`src/ocrfd_map.svh`:
```
`ifndef OCRFD_MAP_SVH
`define OCRFD_MAP_SVH

// ***************************************************************
// Register map
// ***************************************************************
`define OCRFD_ADDR_FINE_DELAY   4'hf
`define OCRFD_ADDR_COARSE_DELAY 4'he
`define OCRFD_ADDR_DES_ENABLE   4'hd
`define OCRFD_FINE_RESET        16'h007f
`define OCRFD_COARSE_RESET      16'h07ff
`define OCRFD_ENABLE_RESET      16'h3fff
`define OCRFD_FINE_MAG_MSB      15
`define OCRFD_FINE_MAG_LSB      7
`define OCRFD_COARSE_MAG_MSB    13
`define OCRFD_COARSE_MAG_LSB    11
`define OCRFD_TARGET_BIT        14
`define OCRFD_AUTO_PHASE_BIT    14
`define OCRFD_OFFSET_ZERO_STEP  2'h1

// ***************************************************************
// Timing
// ***************************************************************
`define OCRFD_FINE_STEP_FS      100
`define OCRFD_OUT_LATENCY       4'h4

`endif

```
`src/ocrfd_pkg.sv`:
```
package ocrfd_pkg;
    typedef struct packed {
        logic [8:0] fine_mag;
        logic [2:0] coarse_mag;
        logic       target_q;
        logic       auto_phase;
    } ocrfd_delay_t;

    typedef struct packed {
        logic        we;
        logic [3:0]  addr;
        logic [15:0] data;
    } ocrfd_wr_t;

    typedef enum logic [1:0] {
        OCRFD_RUN   = 2'b00,
        OCRFD_HOLD  = 2'b01,
        OCRFD_ALIGN = 2'b10,
        OCRFD_WAIT  = 2'b11
    } ocrfd_state_t;
endpackage

```
`src/ocrfd_core.sv`:
```
`timescale 1ns/1ps
`include "ocrfd_map.svh"

// Overview of operation
// - Fine magnitude is bits 15:7, unsigned, about 0.1 ps per code.
// - Zero fine and zero coarse magnitude together add no sample clock delay.
// - Fine register at Fh, write only, resets to 0x007f, bits 6:0 ones.
// - Target bit 0 delays I clock, 1 delays Q; other stays fixed.
// - Auto phase align ignores manual delays and keeps edges 180 degrees apart.
// - Positive and negative zero offsets differ by a tenth LSB.
// - Realign pulse resets output clock to sample clock phase.
// - Realign sampled on clk rising edge; output clock held at mode-chosen level.
// - Output clock may show one short pulse when realign asserts.
// - After release, phase realigns on next sample clock rising edge.
// - Output clock restarts after the fixed normal latency.
module ocrfd_core
    import ocrfd_pkg::*;
(
    input  wire logic        clk,
    input  wire logic        rst,
    input  wire logic        wr_en,
    input  wire logic [3:0]  wr_addr,
    input  wire logic [15:0] wr_data,
    input  wire logic        output_clock_realign,
    input  wire logic        calibration_active,
    input  wire logic        ddr_mode,
    input  wire logic        output_edge,
    input  wire logic        offset_sign_neg,
    input  wire logic [7:0]  offset_magnitude,
    output logic             output_data_clock,
    output logic             realign_busy,
    output logic [11:0]      i_clock_delay,
    output logic [11:0]      q_clock_delay,
    output logic             auto_phase_active,
    output logic             cal_conflict,
    output logic [9:0]       offset_code
);
    // ***************************************************************
    // Registers
    // ***************************************************************
    ocrfd_wr_t    wr;
    logic [15:0]  fine_delay_reg;
    logic [15:0]  coarse_delay_reg;
    logic [15:0]  des_enable_reg;
    ocrfd_delay_t dly;
    assign wr = '{we: wr_en, addr: wr_addr, data: wr_data};

    wire fine_hit   = wr.we && wr.addr == `OCRFD_ADDR_FINE_DELAY;
    wire coarse_hit = wr.we && wr.addr == `OCRFD_ADDR_COARSE_DELAY;
    wire enable_hit = wr.we && wr.addr == `OCRFD_ADDR_DES_ENABLE;

    // The low bits are stored as written; software is expected to write ones.
    always_ff @(posedge clk or posedge rst) begin
        if (rst) begin
            fine_delay_reg   <= `OCRFD_FINE_RESET;
            coarse_delay_reg <= `OCRFD_COARSE_RESET;
            des_enable_reg   <= `OCRFD_ENABLE_RESET;
        end else begin
            if (fine_hit) begin
                fine_delay_reg <= wr.data;
            end
            if (coarse_hit) begin
                coarse_delay_reg <= wr.data;
            end
            if (enable_hit) begin
                des_enable_reg <= wr.data;
            end
        end
    end

    assign dly.fine_mag   = fine_delay_reg[`OCRFD_FINE_MAG_MSB:`OCRFD_FINE_MAG_LSB];
    assign dly.coarse_mag = coarse_delay_reg[`OCRFD_COARSE_MAG_MSB:`OCRFD_COARSE_MAG_LSB];
    assign dly.target_q   = coarse_delay_reg[`OCRFD_TARGET_BIT];
    assign dly.auto_phase = des_enable_reg[`OCRFD_AUTO_PHASE_BIT];

    // ***************************************************************
    // Sample clock delay
    // ***************************************************************
    // Delay is in fine steps; a coarse step is taken as 200 fine steps,
    // although the true ratio drifts with device conditions.
    logic [11:0] manual_delay;
    logic [11:0] i_delay_next;
    logic [11:0] q_delay_next;
    assign manual_delay = 12'({dly.coarse_mag} * 12'h0c8) + {3'h0, dly.fine_mag};
    assign i_delay_next = (dly.auto_phase || dly.target_q) ? 12'h0 : manual_delay;
    assign q_delay_next = (dly.auto_phase || !dly.target_q) ? 12'h0 : manual_delay;

    always_ff @(posedge clk or posedge rst) begin
        if (rst) begin
            i_clock_delay     <= 12'h0;
            q_clock_delay     <= 12'h0;
            auto_phase_active <= 1'b0;
        end else begin
            i_clock_delay     <= i_delay_next;
            q_clock_delay     <= q_delay_next;
            auto_phase_active <= dly.auto_phase;
        end
    end

    // ***************************************************************
    // Output clock realignment
    // ***************************************************************
    ocrfd_state_t state_reg;
    ocrfd_state_t state_next;
    logic [3:0]   lat_reg;
    logic [3:0]   lat_next;
    logic         div_reg;
    logic         div_next;
    logic         output_data_clock_next;
    wire          hold_level = ddr_mode ^ output_edge;

    always_comb begin
        state_next = state_reg;
        lat_next   = lat_reg;
        case (state_reg)
            OCRFD_RUN: begin
                if (output_clock_realign) begin
                    state_next = OCRFD_HOLD;
                end
            end
            OCRFD_HOLD: begin
                if (!output_clock_realign) begin
                    state_next = OCRFD_ALIGN;
                end
            end
            // A realign seen in this single cycle is ignored here; WAIT takes it only if still asserted one cycle later.
            OCRFD_ALIGN: begin
                lat_next   = `OCRFD_OUT_LATENCY;
                state_next = OCRFD_WAIT;
            end
            OCRFD_WAIT: begin
                if (output_clock_realign) begin
                    state_next = OCRFD_HOLD;
                end else if (lat_reg == 4'h1) begin
                    state_next = OCRFD_RUN;
                end else begin
                    lat_next = lat_reg - 4'h1;
                end
            end
            default: state_next = OCRFD_RUN;
        endcase
    end

    // Divider phase restarts at the realign point so every device matches.
    assign div_next  = (state_reg == OCRFD_RUN) ? ~div_reg : 1'b0;
    // Forcing the hold level mid-cycle may clip one pulse short.
    assign output_data_clock_next = (output_clock_realign || state_reg != OCRFD_RUN) ? hold_level
                     : (ddr_mode ? ~div_reg : div_reg) ^ output_edge;

    // The conflict flag is sticky until reset, because a spoiled calibration stays spoiled.
    always_ff @(posedge clk or posedge rst) begin
        if (rst) begin
            state_reg         <= OCRFD_RUN;
            lat_reg           <= 4'h0;
            div_reg           <= 1'b0;
            output_data_clock <= 1'b0;
            realign_busy      <= 1'b0;
            cal_conflict      <= 1'b0;
        end else begin
            state_reg         <= state_next;
            lat_reg           <= lat_next;
            div_reg           <= div_next;
            output_data_clock <= output_data_clock_next;
            realign_busy      <= state_next != OCRFD_RUN;
            cal_conflict      <= cal_conflict | (output_clock_realign & calibration_active);
        end
    end

    // The offset trim lives in its own module so its sign handling stays separate.
    ocrfd_offset_adj u_offset (
        .clk        (clk),
        .rst        (rst),
        .sign_neg   (offset_sign_neg),
        .magnitude  (offset_magnitude),
        .offset_reg (offset_code)
    );

    // ***************************************************************
    // Checks
    // ***************************************************************
    chk_fine_reset_value: assert property (@(posedge clk)
        $fell(rst) |-> fine_delay_reg == 16'h007f)
        else $error("fine delay reset value wrong");
    chk_zero_no_delay: assert property (@(posedge clk) disable iff (rst)
        (dly.fine_mag == 9'h0 && dly.coarse_mag == 3'h0) |=> (i_clock_delay == 12'h0
        && q_clock_delay == 12'h0))
        else $error("delay applied with zero magnitude");
    chk_target_fixed: assert property (@(posedge clk) disable iff (rst)
        (!dly.auto_phase && dly.target_q) |=> i_clock_delay == 12'h0)
        else $error("I clock moved while Q targeted");
    chk_auto_ignores: assert property (@(posedge clk) disable iff (rst)
        dly.auto_phase |=> (i_clock_delay == 12'h0 && q_clock_delay == 12'h0))
        else $error("manual delay used in auto phase mode");
    chk_fine_only_write: assert property (@(posedge clk) disable iff (rst)
        fine_hit |=> $stable(coarse_delay_reg) && $stable(des_enable_reg))
        else $error("fine write changed other registers");
    chk_hold_level: assert property (@(posedge clk) disable iff (rst)
        output_clock_realign |=> output_data_clock == $past(hold_level))
        else $error("output clock not held during realign");
    chk_restart_latency: assert property (@(posedge clk) disable iff (rst)
        (state_reg == OCRFD_HOLD && !output_clock_realign) ##1 !output_clock_realign [*5]
        |=> state_reg == OCRFD_RUN)
        else $error("output clock restart latency wrong");
    chk_realign_enter: assert property (@(posedge clk) disable iff (rst)
        (state_reg == OCRFD_RUN && output_clock_realign) |=> realign_busy)
        else $error("realign pulse not taken");
    chk_cal_flag: assert property (@(posedge clk) disable iff (rst)
        (output_clock_realign && calibration_active) |=> cal_conflict)
        else $error("calibration conflict not flagged");
    chk_cal_sticky: assert property (@(posedge clk) disable iff (rst)
        cal_conflict |=> cal_conflict)
        else $error("calibration conflict flag cleared");
    chk_divider_restart: assert property (@(posedge clk) disable iff (rst)
        (state_reg == OCRFD_WAIT && state_next == OCRFD_RUN) |=> (div_reg == 1'b0
        && output_data_clock == $past(hold_level)))
        else $error("divider phase not restarted at realign");

    cov_realign: cover property (@(posedge clk) disable iff (rst)
        state_reg == OCRFD_WAIT ##1 state_reg == OCRFD_RUN);
    cov_fine_write: cover property (@(posedge clk) disable iff (rst) fine_hit);
    cov_q_target: cover property (@(posedge clk) disable iff (rst) q_clock_delay != 12'h0);
    cov_cal_conflict: cover property (@(posedge clk) disable iff (rst) $rose(cal_conflict));
endmodule

```
`src/ocrfd_offset_adj.sv`:
```
`timescale 1ns/1ps
`include "ocrfd_map.svh"

module ocrfd_offset_adj
    import ocrfd_pkg::*;
(
    input  wire logic       clk,
    input  wire logic       rst,
    input  wire logic       sign_neg,
    input  wire logic [7:0] magnitude,
    output logic      [9:0] offset_reg
);
    // ***************************************************************
    // Offset in tenths of an LSB
    // ***************************************************************
    // Positive and negative zero differ by one tenth step.
    logic [9:0] offset_next;
    assign offset_next = sign_neg ? 10'h0 - {magnitude, 2'h0} - 10'({`OCRFD_OFFSET_ZERO_STEP})
                                  : {magnitude, 2'h0};

    always_ff @(posedge clk or posedge rst) begin
        if (rst) begin
            offset_reg <= 10'h0;
        end else begin
            offset_reg <= offset_next;
        end
    end

    chk_zero_sign_step: assert property (@(posedge clk) disable iff (rst)
        (sign_neg && magnitude == 8'h0) |=> offset_reg != 10'h0)
        else $error("negative zero offset equals positive zero");
endmodule

```
`config.mk`:
```
export PLATFORM = sky130hd
export DESIGN_NAME = ocrfd_core
export DESIGN_NICKNAME = d
export VERILOG_FILES = /design/src/ocrfd_pkg.sv /design/src/ocrfd_core.sv /design/src/ocrfd_offset_adj.sv
export VERILOG_INCLUDE_DIRS = /design/src
export SDC_FILE = /design/constraint.sdc
export NUM_CORES = 1
export LEC_CHECK = 0
export BUFFER_PORTS_ARGS = -buffer_cell sky130_fd_sc_hd__buf_2
export CAP_MARGIN = 10
export CORE_MARGIN = 2
export CORE_UTILIZATION = 46
export CTS_CLUSTER_SIZE = 20
export DETAILED_ROUTE_END_ITERATION = 10
export PLACE_DENSITY = 0.8
export SLEW_MARGIN = 20
export SYNTH_ARGS = -nofsm -noshare
export SYNTH_HDL_FRONTEND = slang
export SYNTH_SLANG_ARGS = --single-unit
```
`constraint.sdc`:
```
create_clock -name clk -period 2.14 [get_ports clk]
set_input_delay 0.214 -clock clk [delete_from_list [all_inputs] [get_ports clk]]
set_output_delay 0.214 -clock clk [all_outputs]
set_load 0.1 [all_outputs]
```
==> Implementation_results.wiki, run 1 <==
{| class="wikitable"
! Metric !! Value
|-
| RePlAce Congestion || 0.7914
|-
| Final #Nets || 322
|-
| Width of the die || 77.44 µm
|-
| Overflow after GRT || 0
|-
| Initial Util || 47.97%
|-
| Number of I/O port buffers || 66
|-
| Root buffer cell || sky130_fd_sc_hd__clkbuf_8
|-
| Count of fill cells added during filler insertion || 415
|-
| Number of flops mapped to enable cells by yosys || 0
|-
| RSZ-0062 raised after global routing || no
|-
| Worst-path maximum fanout || 7
|-
| Clock tree skew after final layout || 0.007054 ns
|-
| Cells traversed along the worst timing path || buf_4 -> ha_1 -> ha_4 -> ha_1 -> nand2_1 -> nor3_1 -> or3_4 -> a21oi_2
|-
| Worst hold slack across all endpoints || 0.05992 ns
|-
| Netlist Area Pre-Place || 2481 µm²
|-
| Switching share of total power || 45.33%
|-
| Vias per std cell || 4.717
|-
| Relative contribution of combinational cells to total power || 45.6%
|-
| Area share of the leading cell type in the synthesized netlist || 58.50%
|-
| Highest Clock Rate || 0.5010 GHz
|-
| Global-route wire length before repair || 7293 µm
|-
| Total GRT Usage || 15.72%
|-
| Pre-Repair DR Iteration Count || 4
|-
| Biggest cell delay along the critical path || 0.39 ns
|-
| Setup TNS after final layout || 0 ns
|-
| Most frequent CP cell || sky130_fd_sc_hd__ha_1
|-
| # setup viols final || 0
|-
| Number of H-tree levels || 3
|-
| Detailed placer's ending HPWL || 3223 µm
|-
| Synth cell types || 39
|-
| Placed insts || 329
|-
| Vias after detailed routing || 1632
|-
| Mean routed wirelength per cell || 12.71 µm
|-
| Number of inserted diodes || 0
|-
| Data arrival time of the worst path || 2.25 ns
|-
| Final critical-path required period || 1.996 ns
|-
| Post-Place Setup Slack || 0.04335 ns
|-
| Area of the die || 5997 µm²
|-
| Antenna Violating Nets Remaining || 0
|-
| Slack of the critical path || 0.1441 ns
|-
| Synthesized Nets || 245
|-
| Die height || 77.44 µm
|-
| Total design power || 4864 µW
|-
| Synth area leaders || sky130_fd_sc_hd__dfrtp_1, sky130_fd_sc_hd__ha_1, sky130_fd_sc_hd__mux2_2
|-
| Required arrival time at the worst endpoint || 2.39 ns
|-
| TritonCTS clock tree || built
|-
| Floorplan core area || 5172 µm²
|-
| Biggest registers after layout || i_clock_delay (12), q_clock_delay (12)
|-
| Drc violations || 0
|-
| Final number of hold-violating endpoints || 0
|-
| Layout cells sized above 1 || 42.75%
|-
| Worst Tran Pin Value || 0.5708 ns
|-
| Final WL || 4396 µm
|-
| Crit path kind || flop to flop
|-
| Cell internal power dissipation || 2659 µW
|-
| Skew-Pair Late Insertion Delay || 0.33 ns
|-
| CTS Sinks || 58
|-
| Leak pwr || 0.001605 µW
|-
| Commonest register cell after synthesis || sky130_fd_sc_hd__dfrtp_1
|-
| Slowest CP cell || sky130_fd_sc_hd__or3_4
|-
| Crit. End Element || flop
|-
| Max Cap Violations || 0
|-
| Clock network fraction of design power || 23.8%
|-
| Sequential share of the synthesized area || 58.50%
|-
| Part of the total power dissipated in sequential elements || 30.6%
|-
| Post-CTS repair timing setup buffer count || 0
|-
| Net switching power || 2205 µW
|-
| CTS max path bufs || 2
|-
| Worst ir drop on vdd || 0.6458 mV
|-
| Total power per unit cell area || 1520 nW/µm²
|-
| Maximum number of pins on one net before global-route repair || 30
|-
| Total of flip-flops plus latches after synthesis || 58
|-
| DRT iter0 DRCs || 37
|-
| Average instance area after synthesis || 12.79 µm²
|-
| Clock transition at the registers of the reported paths || 0.06 ns
|-
| Max transition margin || 61.89%
|-
| Async SR Flop Fraction || 100.0%
|-
| Max Slew Vio Count || 0
|-
| Share of the clock period used by the worst path after layout || 93.27%
|-
| Warnings from Yosys || 0
|-
| Gate count after technology mapping || 194
|-
| Element type at the critical path start || flop
|-
| Result of the run || finished, final reports clean
|-
| FP Rows || 26
|-
| Post-Layout Cell Count || 346
|-
| Area leader, netlist || sky130_fd_sc_hd__dfrtp_1
|-
| Number of antenna violations at the first check in global routing || 0
|-
| Number of primary I/O pins || 74
|-
| Type of the most critical hold path || input port to flop
|-
| Signed area change from the synthesized netlist to the final layout || 29.00%
|-
| Number of global-route vias before repair || 1614
|-
| Clock buffer count from CTS || 9
|}
[placed cells by master, fill, tap and decap left out, drive strengths merged, types with 2 or more instances in the layout]
cell and instances:
inv 6, a21o 4, mux2i 2, buf 70
nor3 3, mux2 14, and2 10, nor2 13
ha 14, dfrtp 58, xnor2 6, nand3 2
xor2 10, and3 2, or2 2, a211oi 2
and4 2, o21ai 6, clkbuf 12, a21oi 8
nand2 9, bufinv 2, nor2b 2, nor3b 2
nand2b 2
[metal layers]
| layer | track usage (%) | vias to the layer above | part of all wire (%) |
|---|---|---|---|
| met4 | 4.286 | 0 | 0.86 |
| met1 | 18.75 | 753 | 44 |
| met2 | 26.26 | 62 | 49 |
| li1 | - | 811 | - |
| met5 | 0 | - | 0 |
| met3 | 6.512 | 6 | 6.5 |
[cell families after synthesis]
kind of cell | share of synthesized area, %
compound gates | 6.001
simple gates | 12.91
xor+xnor | 5.648
flops | 58.50
mux | 7.161
buf+inv | 1.916
fa+ha+maj | 7.867
[final timing paths]
kind,start,endpoint,slack [ns],cells after the start
min,offset_magnitude[3],u_offset.offset_reg[5]$_DFF_PP0_,0.06,2
min in group asynchronous,rst,u_offset.offset_reg[4]$_DFF_PP0_,0.48,3
max in group asynchronous,rst,coarse_delay_reg[12]$_DFFE_PP0P_,0.97,4
max,coarse_delay_reg[12]$_DFFE_PP0P_,q_clock_delay[10]$_DFF_PP0_,0.14,8
min reg2reg,div_reg$_DFF_PP0_,div_reg$_DFF_PP0_,0.43,1
max reg2reg,coarse_delay_reg[12]$_DFFE_PP0P_,q_clock_delay[10]$_DFF_PP0_,0.14,8
[cell usage after synthesis (all sizes together) (3+ instances only)]
cell   instances
a21oi          8
xnor2          6
nor2          13
a21o           4
and2          10
nor3           3
mux2          14
ha            14
dfrtp         58
inv            6
xor2          10
nand2          9
o21ai          6
buf            3
[metrics by stage]
step	utilization [%]	area, µm²
detailed placement	56.14	2904
CTS	60.93	3152
floorplan	-	2481
finish	61.88	3201
global route	61.88	3201
global placement	56.14	2904
[what timing repair did]
action,CTS,global route
resized for setup,0,10
setup endpoints to repair,0,3
hold endpoints to repair,27,0
hold buffers,1,0
[power groups by stage]
| stage | registers, µW | logic (µW) | clock network, µW |
|---|---|---|---|
| after floorplan | 2560 | 698 | 0 |
| after global placement | 1500 | 2110 | 0 |
| after detailed placement | 1510 | 2140 | 0 |
| after CTS | 1490 | 2150 | 1180 |
| after global routing | 1520 | 2350 | 1260 |
| final | 1490 | 2220 | 1160 |
[critical path, delay by kind of cell, from the launching register on]
family | cells | cell delay, ns
simple gates | 3 | 0.54
buf+inv | 1 | 0.15
flops | 1 | 0.37
compound gates | 1 | 0.14
fa+ha+maj | 3 | 0.73
[area by class of cell]
class	count	area (µm²)	area share, %
timing repair buffer	71	370.4	11.57
clock inverter	4	72.57	2.267
clock buffer	12	165.2	5.160
multi-input combinational	125	1031	32.21
inverter	6	22.52	0.7037
sequential	58	1451	45.35
tap	70	87.58	2.737
No activity file was read; power rests on OpenSTA's default activity.
==> run 2, diff against run 1 <==
--- a/config.mk
+++ b/config.mk
@@ -6,6 +6,7 @@
 export SDC_FILE = /design/constraint.sdc
 export NUM_CORES = 1
 export LEC_CHECK = 0
+export ABC_AREA = 1
 export BUFFER_PORTS_ARGS = -buffer_cell sky130_fd_sc_hd__buf_2
 export CAP_MARGIN = 10
 export CORE_MARGIN = 2
==> run 2 against run 1 <==
Non-clock buffer count grew 1. Die area grew 2.1%. Cell count grew 16%. Via count grew 13%. Wire length grew 11%. Clock power shrank 26%. Sequential cell count is the same. Hold slack lost 0.0070 ns. First-iteration DRC count grew to 2.7 times the previous value. Sequential share of layout area grew 0.45 points. Area after synthesis grew 2.2%. Fmax grew 0.78%. Largest power group unchanged.
==> Implementation_results.wiki, run 2 <==
{| class="wikitable"
! Metric !! Value
|-
| Placed insts || 381 (+16%)
|-
| Mean routed wirelength per cell || 12.21 µm (-3.9%)
|-
| Cells traversed along the worst timing path || ha_1 -> inv_1 -> ha_4 -> ha_1 -> nand2_1 -> inv_1 -> a21oi_2 -> nand3_1 -> nand2_1 -> nor2_1
|-
| Clock transition at the registers of the reported paths || 0.07 ns (about the same)
|-
| Width of the die || 78.25 µm (+1.0%)
|-
| Worst-path maximum fanout || 3 (-4)
|-
| Slack of the critical path || 0.1595 ns (+0.01548 ns)
|-
| Element type at the critical path start || flop
|-
| Part of the total power dissipated in sequential elements || 32.6% (+2.0 points)
|-
| Worst ir drop on vdd || 0.6401 mV (-0.89%)
|-
| Net switching power || 2279 µW (+3.4%)
|-
| Vias per std cell || 4.618 (-2.1%)
|-
| RePlAce Congestion || 0.8910 (+13%)
|-
| Initial Util || 46.92% (-1.0 points)
|-
| Warnings from Yosys || 0 (unchanged)
|-
| Global-route wire length before repair || 8376 µm (+15%)
|-
| Signed area change from the synthesized netlist to the final layout || 24.96%
|-
| Worst Tran Pin Value || 0.6881 ns (+0.1173 ns)
|-
| Count leader, synth || sky130_fd_sc_hd__dfrtp_1
|-
| Final number of hold-violating endpoints || 0 (unchanged)
|-
| Number of antenna violations at the first check in global routing || 0 (unchanged)
|-
| Count of fill cells added during filler insertion || 458 (+10%)
|-
| Synth area leaders || sky130_fd_sc_hd__dfrtp_1, sky130_fd_sc_hd__ha_1, sky130_fd_sc_hd__nand2_1
|-
| Async SR Flop Fraction || 100.0% (unchanged)
|-
| Biggest cell delay along the critical path || 0.41 ns (+0.02 ns)
|-
| Root buffer cell || sky130_fd_sc_hd__clkbuf_8
|-
| Crit path kind || flop to flop
|-
| Layout cells sized above 1 || 34.95% (-7.8 points)
|-
| Crit. End Element || flop
|-
| Overflow after GRT || 0 (unchanged)
|-
| Pre-Repair DR Iteration Count || 4 (unchanged)
|-
| Area of the multi-input gates || 954.7 µm² (-7.4%)
|-
| Leading cell types in the layout, fill and taps excluded || sky130_fd_sc_hd__buf_2, sky130_fd_sc_hd__dfrtp_1, sky130_fd_sc_hd__nand2_1
|-
| Data arrival time of the worst path || 2.18 ns (-0.07 ns)
|-
| # setup viols final || 0 (unchanged)
|-
| Largest delay share family, worst path || adder cells
|-
| Post-Place Setup Slack || 0.07827 ns (+0.03492 ns)
|-
| Setup TNS after final layout || 0 ns (unchanged)
|-
| Commonest register cell after synthesis || sky130_fd_sc_hd__dfrtp_1
|-
| Antenna Violating Nets Remaining || 0 (unchanged)
|-
| Skew-Pair Late Insertion Delay || 0.33 ns (about the same)
|-
| Number of I/O port buffers || 66 (unchanged)
|-
| Area leader, netlist || sky130_fd_sc_hd__dfrtp_1
|-
| Type of the most critical hold path || input port to flop
|-
| Synth cell types || 29 (-26%)
|-
| Final #Nets || 375 (+16%)
|-
| Cell internal power dissipation || 2226 µW (-16%)
|-
| Clock network fraction of design power || 19.0% (-4.8 points)
|-
| Max Cap Violations || 0 (unchanged)
|-
| Max transition margin || 54.13% (-7.8 points)
|-
| Required arrival time at the worst endpoint || 2.34 ns (-0.05 ns)
|-
| Total of flip-flops plus latches after synthesis || 58 (unchanged)
|-
| Worst hold slack across all endpoints || 0.05290 ns (-0.007017 ns)
|-
| Number of H-tree levels || 3 (unchanged)
|-
| Total GRT Usage || 18.19% (+2.5 points)
|-
| Number of global-route vias before repair || 1890 (+17%)
|-
| Max Slew Vio Count || 0 (unchanged)
|-
| Final critical-path required period || 1.980 ns (-0.01548 ns)
|-
| Total power per unit cell area || 1422 nW/µm² (-6.5%)
|-
| Gate count after technology mapping || 246 (+27%)
|-
| CTS max path bufs || 2 (unchanged)
|-
| Relative contribution of combinational cells to total power || 48.3% (+2.7 points)
|-
| Area of the die || 6123 µm² (+2.1%)
|-
| Number of flops mapped to enable cells by yosys || 0 (unchanged)
|-
| RSZ-0062 raised after global routing || no
|-
| Detailed placer's ending HPWL || 3634 µm (+13%)
|-
| DRT iter0 DRCs || 101 (+170%)
|-
| Leading cell types by count after synthesis || sky130_fd_sc_hd__dfrtp_1, sky130_fd_sc_hd__nand2_1, sky130_fd_sc_hd__inv_1, sky130_fd_sc_hd__nor2_1, sky130_fd_sc_hd__ha_1
|-
| TritonCTS clock tree || built
|-
| FP Rows || 27 (+3.8%)
|-
| Biggest registers after layout || i_clock_delay (12), q_clock_delay (12)
|-
| Maximum number of pins on one net before global-route repair || 59 (+97%)
|-
| Drc violations || 0 (unchanged)
|-
| Result of the run || finished, final reports clean
|-
| Post-layout utilization of the core || 58.63% (-3.2 points)
|-
| Highest Clock Rate || 0.5049 GHz (+0.78%)
|-
| Leak pwr || 0.001760 µW (+9.6%)
|-
| Number of inserted diodes || 0 (unchanged)
|-
| Final WL || 4895 µm (+11%)
|-
| Slowest CP cell || sky130_fd_sc_hd__dfrtp_1
|-
| Vias after detailed routing || 1852 (+13%)
|-
| Count of buffer and inverter cells on the critical path || 2 (+1)
|-
| Most common cell after layout, fill and taps aside || sky130_fd_sc_hd__buf_2
|-
| Number of primary I/O pins || 74 (unchanged)
|-
| Die height || 78.25 µm (+1.0%)
|-
| Floorplan core area || 5405 µm² (+4.5%)
|-
| Average instance area after synthesis || 10.31 µm² (-19%)
|-
| CTS Sinks || 58 (unchanged)
|-
| Sequential share of the synthesized area || 57.23% (-1.3 points)
|-
| Share of the clock period used by the worst path after layout || 92.54% (-0.72 points)
|-
| Cts-stage hold buffer count || 0 (-1)
|-
| Clock tree skew after final layout || 0.008019 ns (+0.0009643 ns)
|-
| Clock buffer count from CTS || 9 (unchanged)
|-
| Netlist Area Pre-Place || 2536 µm² (+2.2%)
|-
| Sequential cell area || 1451 µm² (unchanged)
|-
| Switching share of total power || 50.59% (+5.3 points)
|-
| Post-Layout Cell Count || 401 (+16%)
|-
| Synthesized Nets || 297 (+21%)
|-
| Area share of the leading cell type in the synthesized netlist || 57.23% (-1.3 points)
|-
| Worst reg-to-reg setup slack || 0.16 ns (+0.02 ns)
|}
==> run 2: cell count changes in the layout (fill, tap and decap cells not counted), sizes merged, moves of 4 or more <==
| cell | change |
|---|---|
| nand2 | +36 |
| inv | +28 |
| nor2 | +20 |
| mux2 | -12 |
| and2 | -10 |
| nand3 | +8 |
| o21ai | +6 |
| nand4 | +4 |
| xnor2 | -4 |
==> run 2: final cells by class <==
cell class | count | area share, %
inverters | 34 | 4.027
flip-flops and latches | 58 | 45.80
repair buffers | 72 | 11.84
multi-input cells | 149 | 30.12
well taps | 72 | 2.842
clock inverters | 7 | 1.461
clock buffers | 9 | 3.908
==> run 2: cell families after synthesis <==
kind of cell    count (synthesis)  synth area share, %
fa+ha+maj                      15                7.696
flops                          58                57.23
compound gates                 20                5.328
xor+xnor                       14                4.835
simple gates                   98                17.12
buf+inv                        39                6.611
mux                             2                1.184
==> run 2: path summary, 6_finish.rpt <==
check,to,cells past startpoint,from
min in group asynchronous,output_data_clock$_DFF_PP0_,3,rst
hold reg to reg,div_reg$_DFF_PP0_,1,div_reg$_DFF_PP0_
max in group asynchronous,i_clock_delay[8]$_DFF_PP0_,3,rst
setup / recovery,q_clock_delay[10]$_DFF_PP0_,10,coarse_delay_reg[13]$_DFFE_PP0P_
setup reg to reg,q_clock_delay[10]$_DFF_PP0_,10,coarse_delay_reg[13]$_DFFE_PP0P_
hold / removal,u_offset.offset_reg[5]$_DFF_PP0_,2,offset_magnitude[3]
==> run 2: per-stage QoR <==
stage | power [µW] | cell area [µm²]
after floorplan | 3229 | 2536
after global placement | 3538 | 2932
after detailed placement | 3604 | 2932
after CTS | 4470 | 3102
after global routing | 4776 | 3169
final | 4505 | 3169
==> run 2: worst reg2reg max path, delay by kind of cell (launching register included) <==
family                     cells  cell delay [ns]
AOI/OAI and AO/OA              1             0.15
buffers and inverters          2             0.16
and+or+nand+nor                4             0.31
DFF                            1             0.41
adders and majority gates      3             0.81
==> run 2: power groups by stage <==
| stage | combinational (µW) | clock (µW) | sequential [µW] |
|---|---|---|---|
| global route | 2340 | 936 | 1500 |
| CTS | 2120 | 879 | 1480 |
| floorplan | 677 | 0 | 2550 |
| finish | 2180 | 857 | 1470 |
| global placement | 2060 | 0 | 1480 |
| detailed placement | 2110 | 0 | 1500 |
==> run 2: what timing repair did <==
action                                  CTS  global route
setup buffers                             0             4
resized for setup                         0             5
endpoints found under the setup margin    0             6
==> run 2: routing by layer <==
layer	vias to the layer above	track usage [%]	share of wire (%)
met5	-	0	0
met4	0	9.474	2.8
met3	14	5.632	5.5
met2	54	31.21	51
met1	865	20.34	41
li1	919	-	-
